**src/logic/rtp_defines.vh**
```
// Constants shared by the real-time clock two-wire target port
`ifndef RTP_DEFINES_VH
`define RTP_DEFINES_VH

// Fixed seven-bit bus address; D0h writes, D1h reads
`define RTP_DEV_ADDR 7'h68
// Direction bit value that selects a read
`define RTP_DIR_READ 1'b1
// Acknowledge level on the data line
`define RTP_ACK_LVL 1'b0
// Data bits in one byte
`define RTP_BYTE_BITS 4'h8
// Bit counter clear value
`define RTP_CNT_ZERO 4'h0
// Bit counter step
`define RTP_CNT_ONE 4'h1
// Address counter value after reset
`define RTP_PTR_RST 8'h00
// Address counter step
`define RTP_PTR_ONE 8'h01
// Level driven on the open-drain data pin when enabled
`define RTP_SDA_DRIVE 1'b0
// Write queue geometry: pointer plus data, sixteen entries
`define RTP_FIFO_WIDTH 16
`define RTP_FIFO_DEPTH 16
`define RTP_FIFO_AW 4
// Byte kinds received from the controller
`define RTP_KIND_ADDR 2'h0
`define RTP_KIND_PTR 2'h1
`define RTP_KIND_DATA 2'h2

`endif

```
**src/logic/rtp_fifo.v**
```verilog
// Synchronous FIFO with valid/ready on both sides
module rtp_fifo #(
	parameter WIDTH = 16,
	parameter DEPTH = 16,
	parameter AW = 4
) (
	input wire sys_clk_i,
	input wire rst_i,
	input wire in_valid_i,
	output wire in_ready_o,
	input wire [WIDTH-1:0] in_data_i,
	output wire out_valid_o,
	input wire out_ready_i,
	output wire [WIDTH-1:0] out_data_o
);

	reg [WIDTH-1:0] mem_r [0:DEPTH-1];
	reg [AW-1:0] wr_ptr_r;
	reg [AW-1:0] rd_ptr_r;
	reg [AW:0] count_r;
	wire push;
	wire pop;

	// Full and empty come straight from the occupancy count
	assign in_ready_o = (count_r != DEPTH[AW:0]);
	assign out_valid_o = (count_r != {(AW+1){1'b0}});
	assign out_data_o = mem_r[rd_ptr_r];
	assign push = in_valid_i & in_ready_o;
	assign pop = out_valid_o & out_ready_i;

	// Storage write
	always @(posedge sys_clk_i) begin
		if (push) begin
			mem_r[wr_ptr_r] <= in_data_i;
		end
	end

	// Pointers and count; depth is a power of two so pointers wrap freely
	always @(posedge sys_clk_i) begin
		if (rst_i) begin
			wr_ptr_r <= {AW{1'b0}};
			rd_ptr_r <= {AW{1'b0}};
			count_r <= {(AW+1){1'b0}};
		end else begin
			if (push) begin
				wr_ptr_r <= wr_ptr_r + {{(AW-1){1'b0}}, 1'b1};
			end
			if (pop) begin
				rd_ptr_r <= rd_ptr_r + {{(AW-1){1'b0}}, 1'b1};
			end
			if (push & ~pop) begin
				count_r <= count_r + {{AW{1'b0}}, 1'b1};
			end else if (pop & ~push) begin
				count_r <= count_r - {{AW{1'b0}}, 1'b1};
			end
		end
	end

endmodule

```
**src/logic/rtp_i2c_target.v**
```verilog
// Two-wire target port of the real-time clock: address match, pointer, write queue, reads
`include "rtp_defines.vh"

module rtp_i2c_target (
	input wire sys_clk_i,
	input wire rst_i,
	input wire scl_i,
	input wire sda_i,
	output wire sda_o,
	output wire sda_oe_n_o,
	output wire wr_valid_o,
	input wire wr_ready_i,
	output wire [7:0] wr_addr_o,
	output wire [7:0] wr_data_o,
	output wire [7:0] rd_addr_o,
	input wire [7:0] rd_data_i,
	output wire rd_take_o,
	output wire busy_o
);

	localparam [2:0] ST_IDLE = 3'b000;
	localparam [2:0] ST_RX = 3'b001;
	localparam [2:0] ST_ACK = 3'b010;
	localparam [2:0] ST_TX = 3'b011;
	localparam [2:0] ST_MACK = 3'b100;
	localparam [2:0] ST_IGNORE = 3'b101;

	// Pin synchronisers and edge history
	reg scl_s1_r;
	reg scl_s2_r;
	reg scl_d_r;
	reg sda_s1_r;
	reg sda_s2_r;
	reg sda_d_r;

	// Protocol state
	reg [2:0] state_r;
	reg [1:0] kind_r;
	reg [3:0] cnt_r;
	reg [7:0] rx_sh_r;
	reg [7:0] tx_sh_r;
	reg [7:0] ptr_r;
	reg drive_low_r;
	reg ack_given_r;
	reg rd_mode_r;
	reg mack_r;
	reg take_r;
	reg push_r;
	reg [15:0] push_data_r;

	wire scl_rise;
	wire scl_fall;
	wire start_cond;
	wire stop_cond;
	wire fifo_in_ready;
	wire [15:0] fifo_out_data;

	// Address byte decode, used when acking and when picking direction
	function addr_match;
		input [7:0] byte_in;
		begin
			addr_match = (byte_in[7:1] == `RTP_DEV_ADDR);
		end
	endfunction

	// Two flops on each pin before anything looks at it
	always @(posedge sys_clk_i) begin
		if (rst_i) begin
			scl_s1_r <= 1'b1;
			scl_s2_r <= 1'b1;
			scl_d_r <= 1'b1;
			sda_s1_r <= 1'b1;
			sda_s2_r <= 1'b1;
			sda_d_r <= 1'b1;
		end else begin
			scl_s1_r <= scl_i;
			scl_s2_r <= scl_s1_r;
			scl_d_r <= scl_s2_r;
			sda_s1_r <= sda_i;
			sda_s2_r <= sda_s1_r;
			sda_d_r <= sda_s2_r;
		end
	end

	// Clock edges and START/STOP conditions found by oversampling both pins
	assign scl_rise = scl_s2_r & ~scl_d_r;
	assign scl_fall = ~scl_s2_r & scl_d_r;
	assign start_cond = scl_s2_r & scl_d_r & sda_d_r & ~sda_s2_r;
	assign stop_cond = scl_s2_r & scl_d_r & ~sda_d_r & sda_s2_r;

	// Main protocol engine; START and STOP override every state
	always @(posedge sys_clk_i) begin
		if (rst_i) begin
			state_r <= ST_IDLE;
			kind_r <= `RTP_KIND_ADDR;
			cnt_r <= `RTP_CNT_ZERO;
			rx_sh_r <= 8'h00;
			tx_sh_r <= 8'h00;
			ptr_r <= `RTP_PTR_RST;
			drive_low_r <= 1'b0;
			ack_given_r <= 1'b0;
			rd_mode_r <= 1'b0;
			mack_r <= 1'b0;
			take_r <= 1'b0;
			push_r <= 1'b0;
			push_data_r <= 16'h0000;
		end else begin
			take_r <= 1'b0;
			push_r <= 1'b0;
			if (start_cond) begin
				state_r <= ST_RX;
				kind_r <= `RTP_KIND_ADDR;
				cnt_r <= `RTP_CNT_ZERO;
				drive_low_r <= 1'b0;
			end else if (stop_cond) begin
				state_r <= ST_IDLE;
				drive_low_r <= 1'b0;
			end else begin
				case (state_r)
				ST_RX: begin
					if (scl_rise) begin
						rx_sh_r <= {rx_sh_r[6:0], sda_s2_r};
						cnt_r <= cnt_r + `RTP_CNT_ONE;
					end else if (scl_fall && cnt_r == `RTP_BYTE_BITS) begin
						cnt_r <= `RTP_CNT_ZERO;
						state_r <= ST_ACK;
						if (kind_r == `RTP_KIND_ADDR) begin
							if (addr_match(rx_sh_r)) begin
								drive_low_r <= 1'b1;
								ack_given_r <= 1'b1;
								rd_mode_r <= (rx_sh_r[0] == `RTP_DIR_READ);
								if (rx_sh_r[0] == `RTP_DIR_READ) begin
									tx_sh_r <= rd_data_i;
									take_r <= 1'b1;
									ptr_r <= ptr_r + `RTP_PTR_ONE;
								end
							end else begin
								drive_low_r <= 1'b0;
								ack_given_r <= 1'b0;
								rd_mode_r <= 1'b0;
							end
						end else if (kind_r == `RTP_KIND_PTR) begin
							ptr_r <= rx_sh_r;
							drive_low_r <= 1'b1;
							ack_given_r <= 1'b1;
						end else begin
							if (fifo_in_ready) begin
								push_r <= 1'b1;
								push_data_r <= {ptr_r, rx_sh_r};
								ptr_r <= ptr_r + `RTP_PTR_ONE;
								drive_low_r <= 1'b1;
								ack_given_r <= 1'b1;
							end else begin
								// Queue full: no clock stretching, so refuse with NACK
								drive_low_r <= 1'b0;
								ack_given_r <= 1'b0;
							end
						end
					end
				end
				ST_ACK: begin
					if (scl_fall) begin
						if (!ack_given_r) begin
							drive_low_r <= 1'b0;
							state_r <= ST_IGNORE;
						end else if (rd_mode_r && kind_r == `RTP_KIND_ADDR) begin
							drive_low_r <= ~tx_sh_r[7];
							state_r <= ST_TX;
						end else begin
							drive_low_r <= 1'b0;
							state_r <= ST_RX;
							kind_r <= (kind_r == `RTP_KIND_ADDR) ? `RTP_KIND_PTR : `RTP_KIND_DATA;
						end
					end
				end
				ST_TX: begin
					if (scl_rise) begin
						cnt_r <= cnt_r + `RTP_CNT_ONE;
					end else if (scl_fall) begin
						if (cnt_r == `RTP_BYTE_BITS) begin
							// Release for the controller's ninth bit
							drive_low_r <= 1'b0;
							cnt_r <= `RTP_CNT_ZERO;
							state_r <= ST_MACK;
						end else begin
							tx_sh_r <= {tx_sh_r[6:0], 1'b0};
							drive_low_r <= ~tx_sh_r[6];
						end
					end
				end
				ST_MACK: begin
					if (scl_rise) begin
						mack_r <= (sda_s2_r == `RTP_ACK_LVL);
					end else if (scl_fall) begin
						if (mack_r) begin
							tx_sh_r <= rd_data_i;
							take_r <= 1'b1;
							ptr_r <= ptr_r + `RTP_PTR_ONE;
							drive_low_r <= ~rd_data_i[7];
							state_r <= ST_TX;
						end else begin
							drive_low_r <= 1'b0;
							state_r <= ST_IGNORE;
						end
					end
				end
				ST_IGNORE: begin
					drive_low_r <= 1'b0;
				end
				default: begin
					drive_low_r <= 1'b0;
					state_r <= ST_IDLE;
				end
				endcase
			end
		end
	end

	// Open-drain data pin: enable is low only while pulling low
	assign sda_o = `RTP_SDA_DRIVE;
	assign sda_oe_n_o = ~drive_low_r;
	// clock is input only, never driven
	assign rd_addr_o = ptr_r;
	assign rd_take_o = take_r;
	assign busy_o = (state_r != ST_IDLE) && (state_r != ST_IGNORE);
	assign wr_addr_o = fifo_out_data[15:8];
	assign wr_data_o = fifo_out_data[7:0];

	// Written bytes queue up so the register side may stall
	rtp_fifo #(
		.WIDTH(`RTP_FIFO_WIDTH),
		.DEPTH(`RTP_FIFO_DEPTH),
		.AW(`RTP_FIFO_AW)
	) u_wr_fifo (
		.sys_clk_i(sys_clk_i),
		.rst_i(rst_i),
		.in_valid_i(push_r),
		.in_ready_o(fifo_in_ready),
		.in_data_i(push_data_r),
		.out_valid_o(wr_valid_o),
		.out_ready_i(wr_ready_i),
		.out_data_o(fifo_out_data)
	);

endmodule

```
**config.mk**
```make
export PLATFORM = sky130hd
export DESIGN_NAME = rtp_i2c_target
export DESIGN_NICKNAME = d
export VERILOG_FILES = /design/src/logic/rtp_fifo.v /design/src/logic/rtp_i2c_target.v
export VERILOG_INCLUDE_DIRS = /design/src /design/src/logic
export SDC_FILE = /design/constraint.sdc
export NUM_CORES = 1
export LEC_CHECK = 0
export BUFFER_PORTS_ARGS = -buffer_cell sky130_fd_sc_hd__clkbuf_2
export CAP_MARGIN = 20
export CORE_ASPECT_RATIO = 0.5
export CORE_MARGIN = 2
export CORE_UTILIZATION = 34
export DETAILED_ROUTE_END_ITERATION = 8
export GPL_ROUTABILITY_DRIVEN = 0
export HOLD_SLACK_MARGIN = 0.15
export PLACE_DENSITY = 0.55
export SYNTH_ARGS = -nofsm -noshare
export SYNTH_HDL_FRONTEND = slang
export SYNTH_SLANG_ARGS = --single-unit
```
**constraint.sdc**
```tcl
create_clock -name sys_clk_i -period 2.72 [get_ports sys_clk_i]
set_input_delay 0.272 -clock sys_clk_i [delete_from_list [all_inputs] [get_ports sys_clk_i]]
set_output_delay 0.272 -clock sys_clk_i [all_outputs]
set_load 0.02 [all_outputs]
```
==> run_results.csv <==
group,metric,value,unit
synth,syn_avg_cell_area,16.0,um2
critical_path,worstPathMaxFanout,7,
critical_path,startpoint_type,"register",
critical_path,arrival,2.53,ns
detailed_routing,viasPerCell,5.20,
timing,setup_ws,-0.0805,ns
power,max-vdd-ir-drop,0.476,mV
detailed_routing,route.detailed.drc,0,
grt,grt_pass1_wl,47.4,mm
run,drv_cap,0,
synth,ys_types,66,
cells_and_area,areaGrowthSynthToFinish,18.7,%
synth,syn-num-nets,877,
clock_network,htreeDepth,1,
grt,grt_max_degree,61,
detailed_routing,wirelength,31.3,mm
floorplan,row_count,51,
synth,yosys_warnings,0,
clock_network,clock_sinks,334,
synth,syn-cell-area,0.0136,mm2
timing,final-setup-viol-count,14,
timing,grt_setup_unrepaired,"yes",
cells_and_area,diodes,0,
clock_network,cts-root-buf,"clkbuf_16",
timing,fmax,0.357,GHz
worst_hold_path,hp-class,"input pin to register",
synth,synth_most_common_cell,"edfxtp_1",
synth,netlist_top_cells_count,"256 x edfxtp_1, 80 x mux4_2, 78 x dfxtp_1",
cells_and_area,finalInstanceArea,0.0161,mm2
clock_network,cts_buffer_depth,3,
clock_network,clk_latency,0.58,ns
grt,grt_pass1_vias,7759,
status,violations,"negative setup slack",
cells_and_area,drive_gt1_frac,0.271,
timing,timing.slew.headroom,0.534,
synth,yosysTopAreaCellShare,0.567,
grt,antenna_found_initial,0,
synth,synth-edff-count,256,
timing,drv_slew,0,
synth,ys_ff_latch,334,
power,power_density,729,mW/mm2
timing,hold_viol,0,
clock_network,clk_pin_slew,0.06,ns
synth,yosys.area.top_type,"edfxtp_1",
floorplan,die_w,286,um
synth,synthCells,848,
floorplan,core_region_area,0.0391,mm2
critical_path,crit_type,"register to primary output",
placed_design,port_buffers,40,
placed_design,placed_area,0.0146,mm2
timing,worst_pin_slew,0.698,ns
timing,finalClockSkew,0.0219,ns
floorplan,die-area,0.0416,mm2
power,finalPower,0.0117,W
detailed_routing,antenna_left,0,
timing,fin_crit,2.80,ns
placed_design,dp.cells,1412,
clock_network,cts_tree,"done",
detailed_routing,drt_iter0_markers,580,
placed_design,place_hpwl,18.8,mm
cells_and_area,final_cells,1488,
floorplan,fp.dieH,145,um
detailed_routing,dr_total_vias,7732,
grt,grt.overflow.total,0,
synth,synth.area.top_cells,"edfxtp_1 57%, mux4_2 13%, dfxtp_1 12%",
synth,ys.flop_type,"edfxtp_1",
cells_and_area,final_nets,965,
grt,grt_usage,0.149,
power,leakage,5.31,nW
critical_path,worst_ep_required_time,2.45,ns
detailed_routing,drt_first_pass_iters,5,
status,status,"complete, but fails checks",
timing,finalCritPeriodShare,1.03,
synth,async_flop_share,0,
critical_path,crit_path_end_kind,"primary output",
floorplan,io_pins,42,
detailed_routing,wl_per_cell,21.1,um
clock_network,cts_made_buffers,31,
synth,yosysSeqAreaShare,0.682,
floorplan,initial_utilization,0.347,
## power by group
group,switching (W),internal (W)
Clock,0.00185,0.00230
Sequential,0.0000643,0.00546
Combinational,0.000871,0.00118
Total,0.00278,0.00895
## worst max-delay path, stage by stage, from the launching register on
cell and delay [ns]:
dfxtp_4 0.39, buf_12 0.12, buf_8 0.12, buf_16 0.15
mux4_2 0.50, mux4_2 0.52, buf_8 0.15
## path summary, 6_finish.rpt
check	startpoint	cells past startpoint	to	slack, ns
setup / recovery	register	6	wr_addr_o[1]	-0.08
hold / removal	rd_data_i[3]	5	tx_sh_r[3]	0.17
setup reg to reg	u_wr_fifo.count_r[0]	11	u_wr_fifo.count_r[4]	0.03
hold reg to reg	scl_s1_r	1	scl_s2_r	0.41
## cell usage in the layout, fill, tap and decap left out, drive strengths merged, types with 6 or more instances in the layout
cell type,instances
clkbuf,64
nand2,67
dfxtp,78
nand2b,7
nor3,14
nor2b,7
inv,21
mux4,80
nand4,7
a211oi,15
nand3,10
ha,15
nor4,10
mux2i,13
clkinv,13
a21oi,41
o21ai,18
edfxtp,256
o32ai,6
nor2,57
buf,73
## repair_timing
| item | in CTS | in global routing |
|---|---|---|
| pin swaps | 0 | 0 |
| setup endpoints to repair | 16 | 17 |
| endpoints found under the hold margin | 5 | 0 |
| cloned | 7 | 1 |
| resized for setup | 31 | 33 |
| hold buffers | 4 | 0 |
| buffers inserted | 9 | 0 |
## per-layer routing
layer,wire length (um),track usage
met1,14300,0.208
met2,15100,0.248
met3,1420,0.0247
met4,466,0.0280
met5,0,0
## state kept, by name (all words and copies together) (netlist names), 2 cells and up, named ones only
name,cells
u_wr_fifo.count_r,5
u_wr_fifo.mem_r,256
rd_addr_o,8
state_r,3
push_data_r,16
rx_sh_r,8
cnt_r,4
u_wr_fifo.wr_ptr_r,4
kind_r,2
u_wr_fifo.rd_ptr_r,4
tx_sh_r,8
## final cells by class
cell class / count / area [um2]
Multi-Input combinational cell: 446 / 4100
Timing Repair Buffer: 103 / 1040
Clock buffer: 39 / 816
Tap cell: 530 / 663
Clock inverter: 16 / 136
Inverter: 20 / 75.1
Fill cell: 3520 / 23000
Sequential cell: 334 / 9260
## logic make-up (layout without fill, tap and decap cells)
logic type               after synthesis  count (layout)  share of synthesized area
multiplexers                          95              95                      0.144
other                                  1               1                   0.000277
AND/OR/NAND/NOR                      213             213                     0.0774
buffers and inverters                 68             178                     0.0201
adder cells (fa/ha/maj)               16              16                     0.0153
XOR/XNOR                              10              10                    0.00646
flip-flops                           334             334                      0.682
AO/OA/AOI/OAI                        111             111                     0.0539
## stage by stage
step | hold slack [ns] | setup WS, ns | utilization | TNS (ns)
after detailed placement | 0.395 | -0.0280 | 0.374 | -0.0280
after global routing | 0.200 | -0.143 | 0.411 | -1.75
after global placement | 0.392 | 0.0109 | 0.374 | 0
after floorplan | 0.376 | 0.00283 | - | 0
after CTS | 0.152 | -0.110 | 0.409 | -1.26
final | 0.172 | -0.0805 | 0.411 | -0.633
No activity file was read; power rests on OpenSTA's default activity.
